<file path="src/design/pin_ctrl_pkg.sv">
// Constants for the synthesizer control pin block
package pin_ctrl_pkg;
   localparam int          REG_W          = 32;      // Width of function register one
   localparam int          CFG_LSB        = 12;      // Profile config field low bit
   localparam int          CFG_MSB        = 14;      // Profile config field high bit
   localparam logic [31:0] FUNC_ONE_RESET = 32'h0000_0000; // Function register default
   localparam logic [3:0]  PROFILE_RESET  = 4'h0;    // Sampled profile pins default
   localparam logic        UPDATE_IDLE    = 1'b0;    // Update level assumed after reset
   localparam logic        SYNC_IDLE      = 1'b0;    // Sync level after reset
   localparam logic [1:0]  SYNC_DIV_LAST  = 2'h3;    // Divide by four: count 0..3
   localparam logic [1:0]  SYNC_DIV_HALF  = 2'h2;    // Sync clock goes high at this count
   // Profile pin functions selected by the config field
   localparam logic [2:0]  CFG_MOD        = 3'h0;    // Modulation level select
   localparam logic [2:0]  CFG_SWEEP      = 3'h1;    // Sweep start and stop
   localparam logic [2:0]  CFG_RAMP       = 3'h2;    // Amplitude ramp up and down

   // Decoded use of the profile pins
   typedef enum logic [2:0] {
      USE_MOD   = 3'b001,
      USE_SWEEP = 3'b010,
      USE_RAMP  = 3'b100
   } pin_use_t;
endpackage : pin_ctrl_pkg

</file>
<file path="src/design/sync_if.sv">
// Interface carrying sync clock phase between the divider and the top
`timescale 1ns/1ps
`default_nettype none
interface sync_if;
   logic sync_clk;   // Divided sync clock level
   logic sample_en;  // One-cycle pulse at sync clock rising edge
   modport gen (output sync_clk, output sample_en);
   modport use_side (input sync_clk, input sample_en);
endinterface : sync_if
`default_nettype wire
</file>
<file path="src/design/pin_ctrl_top.sv">
// Control pin front end: update strobe, profile pins, sync and oscillator
`timescale 1ns/1ps
`default_nettype none
module pin_ctrl_top #(
   parameter int REG_WIDTH = pin_ctrl_pkg::REG_W  // Function register width
) (
   // Clock and resets
   input  wire logic                 sys_clk_i,
   input  wire logic                 rst_n_i,
   input  wire logic                 hard_reset_i,       // Active-high hard reset pin
   // Serial port buffer side
   input  wire logic [REG_WIDTH-1:0] buffer_func_one_i,  // Buffered function register one
   // Control pins
   input  wire logic                 update_i,           // Update strobe
   input  wire logic [3:0]           profile_pins_i,     // Four profile pins
   input  wire logic                 xtal_sel_i,         // Crystal oscillator select
   input  wire logic                 sync_clk_en_i,      // Sync clock output enable
   input  wire logic                 is_master_i,        // This device is sync master
   input  wire logic                 sync_in_i,          // Sync from master
   // Outputs
   output logic [REG_WIDTH-1:0]      function_reg_one_o, // Active register
   output logic                      update_pulse_o,     // One-cycle transfer strobe
   output logic [3:0]                profile_o,          // Sampled profile pins
   output logic [2:0]                pin_use_o,          // One-hot profile function
   output logic                      osc_enable_o,       // Oscillator section enabled
   output logic                      sync_clk_o,         // Divided sync clock
   output logic                      sync_out_o,         // Sync to slaves
   output logic                      sync_taken_o        // Sync used internally
);
   // Elaboration check: field must fit in the register
   if (REG_WIDTH <= pin_ctrl_pkg::CFG_MSB) begin : g_bad_width
      $error("REG_WIDTH too small for profile config field");
   end

   // ------------------------------------------------------------------
   // Internal state
   // ------------------------------------------------------------------

   // Divider outputs, carried through the shared interface
   sync_if                 sync ();
   // Update level seen at the last sync sample
   logic                   update_prev_reg;
   // Rising edge of update seen at a sync sample
   logic                   update_edge;
   // Active copy of function register one
   logic [REG_WIDTH-1:0]   func_one_reg;
   // Profile pins as last sampled
   logic [3:0]             profile_reg;
   // Registered sync level, own phase or from the master
   logic                   sync_reg;
   // Decoded use of the profile pins
   pin_ctrl_pkg::pin_use_t use_reg;
   // Profile config field of the active register
   logic [2:0]             cfg_field;

   // ------------------------------------------------------------------
   // Sync clock divider
   // ------------------------------------------------------------------

   // Divided sync clock generator; hard reset realigns its phase too
   sync_clk_div u_div (
      .sys_clk_i    (sys_clk_i),
      .rst_n_i      (rst_n_i),
      .hard_reset_i (hard_reset_i),
      .sync         (sync.gen)
   );

   // ------------------------------------------------------------------
   // Update strobe
   // ------------------------------------------------------------------

   // Edge detect on sync samples only; sampling per sync clock fixes latency
   // A strobe that rises and falls again between samples is simply not seen
   assign update_edge = sync.sample_en && update_i && !update_prev_reg;

   // Remember update level at each sync sample
   // Idle-low after reset, so a strobe already high still counts as an edge
   always_ff @(posedge sys_clk_i) begin
      if (!rst_n_i || hard_reset_i) begin
         update_prev_reg <= pin_ctrl_pkg::UPDATE_IDLE;
      end else if (sync.sample_en) begin
         update_prev_reg <= update_i;
      end
   end

   // Active register changes only on an update edge or a reset
   // Buffer writes between edges reach the outputs only at the next edge
   always_ff @(posedge sys_clk_i) begin
      if (!rst_n_i || hard_reset_i) begin
         func_one_reg <= REG_WIDTH'(pin_ctrl_pkg::FUNC_ONE_RESET);
      end else if (update_edge) begin
         func_one_reg <= buffer_func_one_i;
      end
   end

   // ------------------------------------------------------------------
   // Profile pins
   // ------------------------------------------------------------------

   // Profile pins sampled on the sync clock edge
   // Same sample point as update, so both share one fixed latency
   always_ff @(posedge sys_clk_i) begin
      if (!rst_n_i || hard_reset_i) begin
         profile_reg <= pin_ctrl_pkg::PROFILE_RESET;
      end else if (sync.sample_en) begin
         profile_reg <= profile_pins_i;
      end
   end

   // Config field taken from the active copy, never from the buffer
   assign cfg_field = func_one_reg[pin_ctrl_pkg::CFG_MSB:pin_ctrl_pkg::CFG_LSB];

   // Decode pin function from the active config field
   // One cycle behind the register, traded for a clean flop output
   always_ff @(posedge sys_clk_i) begin
      if (!rst_n_i || hard_reset_i) begin
         use_reg <= pin_ctrl_pkg::USE_MOD;
      end else begin
         case (cfg_field)
            pin_ctrl_pkg::CFG_MOD:   use_reg <= pin_ctrl_pkg::USE_MOD;
            pin_ctrl_pkg::CFG_SWEEP: use_reg <= pin_ctrl_pkg::USE_SWEEP;
            pin_ctrl_pkg::CFG_RAMP:  use_reg <= pin_ctrl_pkg::USE_RAMP;
            // Unlisted codes fall back to modulation
            default:                 use_reg <= pin_ctrl_pkg::USE_MOD;
         endcase
      end
   end

   // ------------------------------------------------------------------
   // Multi-device sync
   // ------------------------------------------------------------------

   // Sync path: master forwards its sample phase, slave registers input
   // Slave input is taken as synchronous; no second flop is spent on it
   always_ff @(posedge sys_clk_i) begin
      if (!rst_n_i || hard_reset_i) begin
         sync_reg <= pin_ctrl_pkg::SYNC_IDLE;
      end else begin
         sync_reg <= is_master_i ? sync.sample_en : sync_in_i;
      end
   end

   // ------------------------------------------------------------------
   // Outputs
   // ------------------------------------------------------------------

   // Data outputs straight from flops
   assign function_reg_one_o = func_one_reg;
   assign profile_o          = profile_reg;
   assign pin_use_o          = use_reg;
   assign sync_taken_o       = sync_reg;
   // Transfer strobe is the unregistered edge detect, so it stays combinational
   assign update_pulse_o     = update_edge;
   // Crystal select passes straight to the oscillator section
   assign osc_enable_o       = xtal_sel_i;
   // Disabled sync clock parks low
   assign sync_clk_o         = sync_clk_en_i && sync.sync_clk;
   // Only a master drives its sync out
   assign sync_out_o         = is_master_i && sync_reg;

   // ------------------------------------------------------------------
   // Checks
   // ------------------------------------------------------------------

   // Edge copies the buffer word whole
   update_copy_a : assert property (@(posedge sys_clk_i) disable iff (!rst_n_i)
      (update_edge && !hard_reset_i) |=> (func_one_reg == $past(buffer_func_one_i)))
      else $error("update edge did not copy buffer");

   // A held strobe copies once: no edge for the rest of the sync period
   held_once_a : assert property (@(posedge sys_clk_i) disable iff (!rst_n_i)
      update_edge |=> !update_edge [*3])
      else $error("update edge repeated within a sync period");

   // Nothing moves the active register but an edge or reset
   hold_buffer_a : assert property (@(posedge sys_clk_i) disable iff (!rst_n_i)
      (!update_edge && !hard_reset_i) |=> $stable(func_one_reg))
      else $error("active register changed without update");

   // Hard reset clears the active state
   hard_reset_a : assert property (@(posedge sys_clk_i) disable iff (!rst_n_i)
      hard_reset_i |=> (func_one_reg == REG_WIDTH'(pin_ctrl_pkg::FUNC_ONE_RESET))
         && profile_reg == pin_ctrl_pkg::PROFILE_RESET)
      else $error("hard reset left state");

   // Profile pins hold between samples
   profile_sample_a : assert property (@(posedge sys_clk_i) disable iff (!rst_n_i)
      (!sync.sample_en && !hard_reset_i) |=> $stable(profile_reg))
      else $error("profile sampled off sync edge");

   // Profile pins are taken at a sample
   profile_load_a : assert property (@(posedge sys_clk_i) disable iff (!rst_n_i)
      (sync.sample_en && !hard_reset_i) |=> profile_reg == $past(profile_pins_i))
      else $error("profile pins not taken at sample");

   // Sweep code decodes to sweep use
   pin_decode_a : assert property (@(posedge sys_clk_i) disable iff (!rst_n_i)
      (cfg_field == pin_ctrl_pkg::CFG_SWEEP && !hard_reset_i)
         |=> use_reg == pin_ctrl_pkg::USE_SWEEP)
      else $error("sweep config not decoded");

   // Ramp code decodes to ramp use
   ramp_decode_a : assert property (@(posedge sys_clk_i) disable iff (!rst_n_i)
      (cfg_field == pin_ctrl_pkg::CFG_RAMP && !hard_reset_i)
         |=> use_reg == pin_ctrl_pkg::USE_RAMP)
      else $error("ramp config not decoded");

   // A slave keeps its sync out low
   slave_quiet_a : assert property (@(posedge sys_clk_i) disable iff (!rst_n_i)
      !is_master_i |-> !sync_out_o)
      else $error("slave drove sync out");

   // Oscillator enable follows the select pin
   osc_select_a : assert property (@(posedge sys_clk_i) disable iff (!rst_n_i)
      osc_enable_o == xtal_sel_i)
      else $error("oscillator select mismatch");
   slave_sync_a : assert property (@(posedge sys_clk_i) disable iff (!rst_n_i)
      (!is_master_i && !hard_reset_i) |=> sync_taken_o == $past(sync_in_i))
      else $error("slave sync not taken");
   clk_gate_a : assert property (@(posedge sys_clk_i) disable iff (!rst_n_i)
      !sync_clk_en_i |-> !sync_clk_o)
      else $error("sync clock not disabled");
endmodule : pin_ctrl_top
`default_nettype wire

</file>
<file path="src/design/sync_clk_div.sv">
// Divide-by-four sync clock generator
`timescale 1ns/1ps
`default_nettype none
module sync_clk_div (
   // Clock and reset
   input  wire logic sys_clk_i,
   input  wire logic rst_n_i,
   input  wire logic hard_reset_i,
   // Divided clock out
   sync_if.gen       sync
);
   logic [1:0] div_reg;  // Phase counter

   // Free-running phase counter, realigned by either reset
   always_ff @(posedge sys_clk_i) begin
      if (!rst_n_i || hard_reset_i) begin
         div_reg <= 2'h0;
      end else if (div_reg == pin_ctrl_pkg::SYNC_DIV_LAST) begin
         div_reg <= 2'h0;
      end else begin
         div_reg <= div_reg + 2'h1;
      end
   end

   // Rising edge of the divided clock is where pins are sampled
   assign sync.sync_clk  = (div_reg >= pin_ctrl_pkg::SYNC_DIV_HALF);
   assign sync.sample_en = (div_reg == pin_ctrl_pkg::SYNC_DIV_HALF);

   quarter_rate_a : assert property (@(posedge sys_clk_i) disable iff (!rst_n_i)
      (sync.sample_en && !hard_reset_i) |=> !sync.sample_en [*3] ##1 (sync.sample_en || $past(hard_reset_i, 1) || hard_reset_i || $past(hard_reset_i, 2) || $past(hard_reset_i, 3)))
      else $error("sync sample not every four cycles");
endmodule : sync_clk_div
`default_nettype wire

</file>
<file path="config.mk">
export PLATFORM = sky130hd
export DESIGN_NAME = pin_ctrl_top
export DESIGN_NICKNAME = d
export VERILOG_FILES = /design/src/design/pin_ctrl_pkg.sv /design/src/design/sync_if.sv /design/src/design/pin_ctrl_top.sv /design/src/design/sync_clk_div.sv
export SDC_FILE = /design/constraint.sdc
export NUM_CORES = 1
export LEC_CHECK = 0
export BUFFER_PORTS_ARGS = -buffer_cell sky130_fd_sc_hd__buf_2
export CAP_MARGIN = 5
export CORE_ASPECT_RATIO = 0.7
export CORE_MARGIN = 2
export CORE_UTILIZATION = 47
export DETAILED_ROUTE_END_ITERATION = 8
export GPL_ROUTABILITY_DRIVEN = 0
export MAX_ROUTING_LAYER = met4
export PLACE_DENSITY = 0.9
export SYNTH_ARGS = -nofsm -noshare
export SYNTH_HDL_FRONTEND = slang
export SYNTH_HIERARCHICAL = 1
export SYNTH_SLANG_ARGS = --single-unit
export TNS_END_PERCENT = 10
</file>
<file path="constraint.sdc">
create_clock -name sys_clk_i -period 2.2 [get_ports sys_clk_i]
set_clock_uncertainty 0.2 [all_clocks]
set_input_delay 0.44 -clock sys_clk_i [delete_from_list [all_inputs] [get_ports sys_clk_i]]
set_output_delay 0.44 -clock sys_clk_i [all_outputs]
set_load 0.02 [all_outputs]
</file>
# == Yosys cells after proc, flatten, opt, wreduce, memory -nomap -nowiden ==
# Index checks and enable logic that the tools add are counted.
# totals
register_bits,43
word_cells,22
input_bits,44
output_inout_bits,44
# classes
reduce_logical,8
n_addsub,1
magnitude_cmp,1
eq_ne,4
muxes,2
# ops
operator,n
3-bit case mux with 2 select lines,1
"2-bit == test, second input constant",2
1-bit logical AND,4
"3-bit by 1-bit == test with 1-bit output, second input constant",1
"3-bit by 2-bit == test with 1-bit output, second input constant",1
"2-bit by 1-bit adder with 2-bit output, second input constant",1
"2-bit greater-or-equal comparator, second input constant",1
1-bit zero test,2
2-bit OR reduction,1
1-bit logical OR,1
1-bit 2-to-1 mux,1

# == Logic depth before layout (Yosys ltp) ==
# logic_depth
word_depth,3
ltp_mapped,7
ltp_nobuf,4

# == Hierarchy ==
# Netlist, hierarchy kept.
# by_module_without_submodules
mod,area_each_um2,seq_area_each_um2,cells_per_inst,n_inst
pin_ctrl_top,1911.8,820.8,178,1
sync_clk_div,92.6,40.0,8,1

# == Worst setup path before layout ==
# No wires, ideal clock.
# synth_timing
kind,reg-to-output
start,register u_div.div_reg[0]
end,output update_pulse_o
stages_incl_launch_ff,7
required_ps,1560
path_buffers,3
setup_slack_ps,392
arrival_ps,1168
path_cell_list,dfxtp_1 > inv_1 > ha_1 > buf_6 > and3b_1 > buf_6 > buf_12
# synth_between
elab_chain_cells,3
# synth_lines
element,line_no,source
"start, declared",sync_clk_div.sv:12,logic [1:0] div_reg;
"start signal, assigned",sync_clk_div.sv:21,div_reg <= div_reg + 2'h1;
2-bit == test,sync_clk_div.sv:27,assign sync.sample_en = (div_reg == pin_ctrl_pkg::SYNC_DIV_HALF);
via sync.sample_en,sync_if.sv:6,logic sample_en;
1-bit logical AND (2 in a row),pin_ctrl_top.sv:74,assign update_edge = sync.sample_en && update_i && !update_prev_reg;
"end, declared",pin_ctrl_top.sv:22,"output logic update_pulse_o,"
# The timed path passes the listed nets, and every way through them passes these cells.

# == Final worst setup path ==
# Same ends and word-level chain as after synthesis.

==> results by group <==
Run status
  • Status: completed

Clock network
  • Max Root-Sink Buffers: 2
  • CTS Root Cell: clkbuf_8
  • CTS clk-pin slew, worst paths: ~0.08 ns
  • Clock latency on the worst-skew pair: 0.28 ns
  • H-tree levels: 2
  • Clk sinks: 43
  • CTS Buf Count: 5
  • CTS tree: done
  • CTS-repair resized insts: 0
  • # hold bufs at CTS: 0
  • Setup repair bufs after CTS: 0

Yosys
  • Yosys top cell area share: 0.429
  • Syn nets: 232
  • Most instantiated cells after synthesis: nand3b_1 (64), dfxtp_1 (43), mux2i_1 (38)
  • Cell type with the highest aggregate area in the netlist: dfxtp_1
  • Synth warn: 6
  • Ranking of synthesized cells by area: dfxtp_1 (43%), nand3b_1 (24%), mux2i_1 (19%)
  • Synth Flop Type: dfxtp_1
  • Yosys reg bits: 43
  • Most common cell in the synthesized netlist: nand3b_1
  • Netlist Area Pre-Place: 0.00200 mm^2
  • Post-Syn Instances: 186
  • EDFF count, synth: 0
  • Seq/Total Area, Yosys: 0.429
  • FFs w/ async S/R, synth: 0
  • Syn_area_per_cell: 10.8 um^2
  • Yosys cell types: 18

STA
  • Final setup fails: 0
  • PnR worst setup slack: 0.0899 ns
  • WHS: between 0.15 and 0.2 ns
  • Final setup TNS: 0 ns
  • Hold Fails Final Rpt: 0
  • RSZ-0062 raised after global routing: false
  • Max-Slew Margin vs Limit: 0.703
  • Minimum clock period: 2.11 ns
  • Max-slew violations: 0
  • Fmax: 0.474 GHz
  • Final Cycle Share: 0.959
  • Worst-margin pin slew: ~0.45 ns

Detailed routing
  • Via density: 5.00
  • Detail Route Antenna Nets: 0
  • DRC Markers: 0
  • Final wirelength: 3990 um
  • First-pass DRT Iterations: 4
  • DR WL/cell: 12.6 um
  • Drt initial violations: 48
  • Via count: roughly 1600

Die
  • Die X: 82.1 um
  • Core region area: 0.00402 mm^2
  • I/O pin count: 88
  • Die Area: 0.00481 mm^2
  • Starting Density: 0.499
  • Height of the die: between 50 and 60 um
  • Site row count: 19

Place
  • Hpwl dp: 2760 um
  • Port bufs: 85
  • Setup slack at placement: 0.402 ns

Cells and area
  • Util after Layout: 0.622
  • Reg area: 861 um^2
  • Flip-flop count of the largest register after layout: 32
  • Final nets: roughly 300
  • Area of the multi-input gates: around 990 um^2
  • Share of layout cells above drive strength 1: 0.383
  • Area growth syn-to-layout: 24.6%
  • ANT cells: 0
  • Fill cell count: approximately 350

GRT
  • Tot GR Track Use: 0.171
  • Vias in the first global route: 1419
  • GRT overflow: 0
  • Initial antenna violation count: 0
  • Largest net degree at the start of global routing: 67
  • First-pass GRT wire length: 6230 um

Pwr
  • Worst vdd ir: 0.000524 V
  • Power Dens Cells: 588 mW/mm^2
  • P_leak: 0.00104 uW

Setup path
  • Crit end category: output port
  • CP Class: flip-flop to output port
  • Worst Path Required: 1.56 ns
  • FF-to-FF setup slack: 0.44 ns
  • CP startpoint: u_div/div_reg[0]$_SDFF_PP0_
  • Launch point of the worst reg-to-reg path: u_div/div_reg[0]$_SDFF_PP0_
  • Crit-path max FO: 7
  • Crit path DAT: about 1.5 ns
  • CP startpoint kind: flip-flop

Worst hold path
  • Hold_sp: sync_in_i
  • Min-Delay Path Class: input pin to flip-flop

Job
  • Max Cap Viol: 0
[worst max-delay path: stages, from the launching register on]
cell	delay (ns)
dfxtp_1	0.36
inv_1	0.05
ha_1	0.19
buf_4	0.17
and3b_2	0.25
buf_2	0.17
[kinds of logic after synthesis]
family / after synthesis / synth area share
adders and majority gates: 2 / 0.0125
DFF: 43 / 0.429
buffers and inverters: 22 / 0.0755
muxes: 38 / 0.190
xor gates and xnor gates: 1 / 0.00437
and+or+nand+nor: 80 / 0.288
[cell type report]
type / instances / share of cell area
timing repair buffer: 91 / 0.188
clock inverter: 1 / 0.00301
sequential: 43 / 0.345
tap: 52 / 0.0261
clock buffer: 7 / 0.0386
multi-input combinational: 121 / 0.398
inverter: 1 / 0.00150
[report_power, final]
part	internal (uW)	switching, uW	leakage, uW	total (uW)
registers	784	3.35	0.000347	787
logic	71.2	68.3	0.000648	140
clock network	286	257	0.0000505	542
[path summary, 6_finish.rpt]
kind                                              to  cells past startpoint
hold reg to reg          u_div/div_reg[0]$_SDFF_PP0_                      1
hold / removal               sync_taken_o$_SDFF_PP0_                      3
setup / recovery                      update_pulse_o                      5
setup reg to reg  function_reg_one_o[0]$_SDFFE_PP0P_                      6
[layer usage]
metal  share of wire  wire length, um  up-vias  track usage
li1                -                -      803            -
met1            0.49             1960      720        0.221
met2            0.43             1700       56        0.266
met3           0.078              310        2       0.0583
met4          0.0025               10        0       0.0286
met5               0                0        -            -
[per-stage QoR]
step                      power (uW)  instance area, um^2  std cells
after detailed placement         946                 2390        308
after global routing            1540                 2500        316
after global placement           942                 2390        308
after floorplan                  897                 2000        186
final                           1470                 2500        316
after CTS                       1490                 2500        316
[layout by cell type (no fill, tap or decap), drive strengths merged]
cell	n
buf	91
nand3b	64
dfxtp	43
mux2i	38
clkbuf	7
nor2	6
nor4b	4
and2	2
ha	2
and3b	1
nand2b	1
xnor2	1
or3	1
clkinvlp	1
or2	1
inv	1
(Power assumes the default switching activity.)
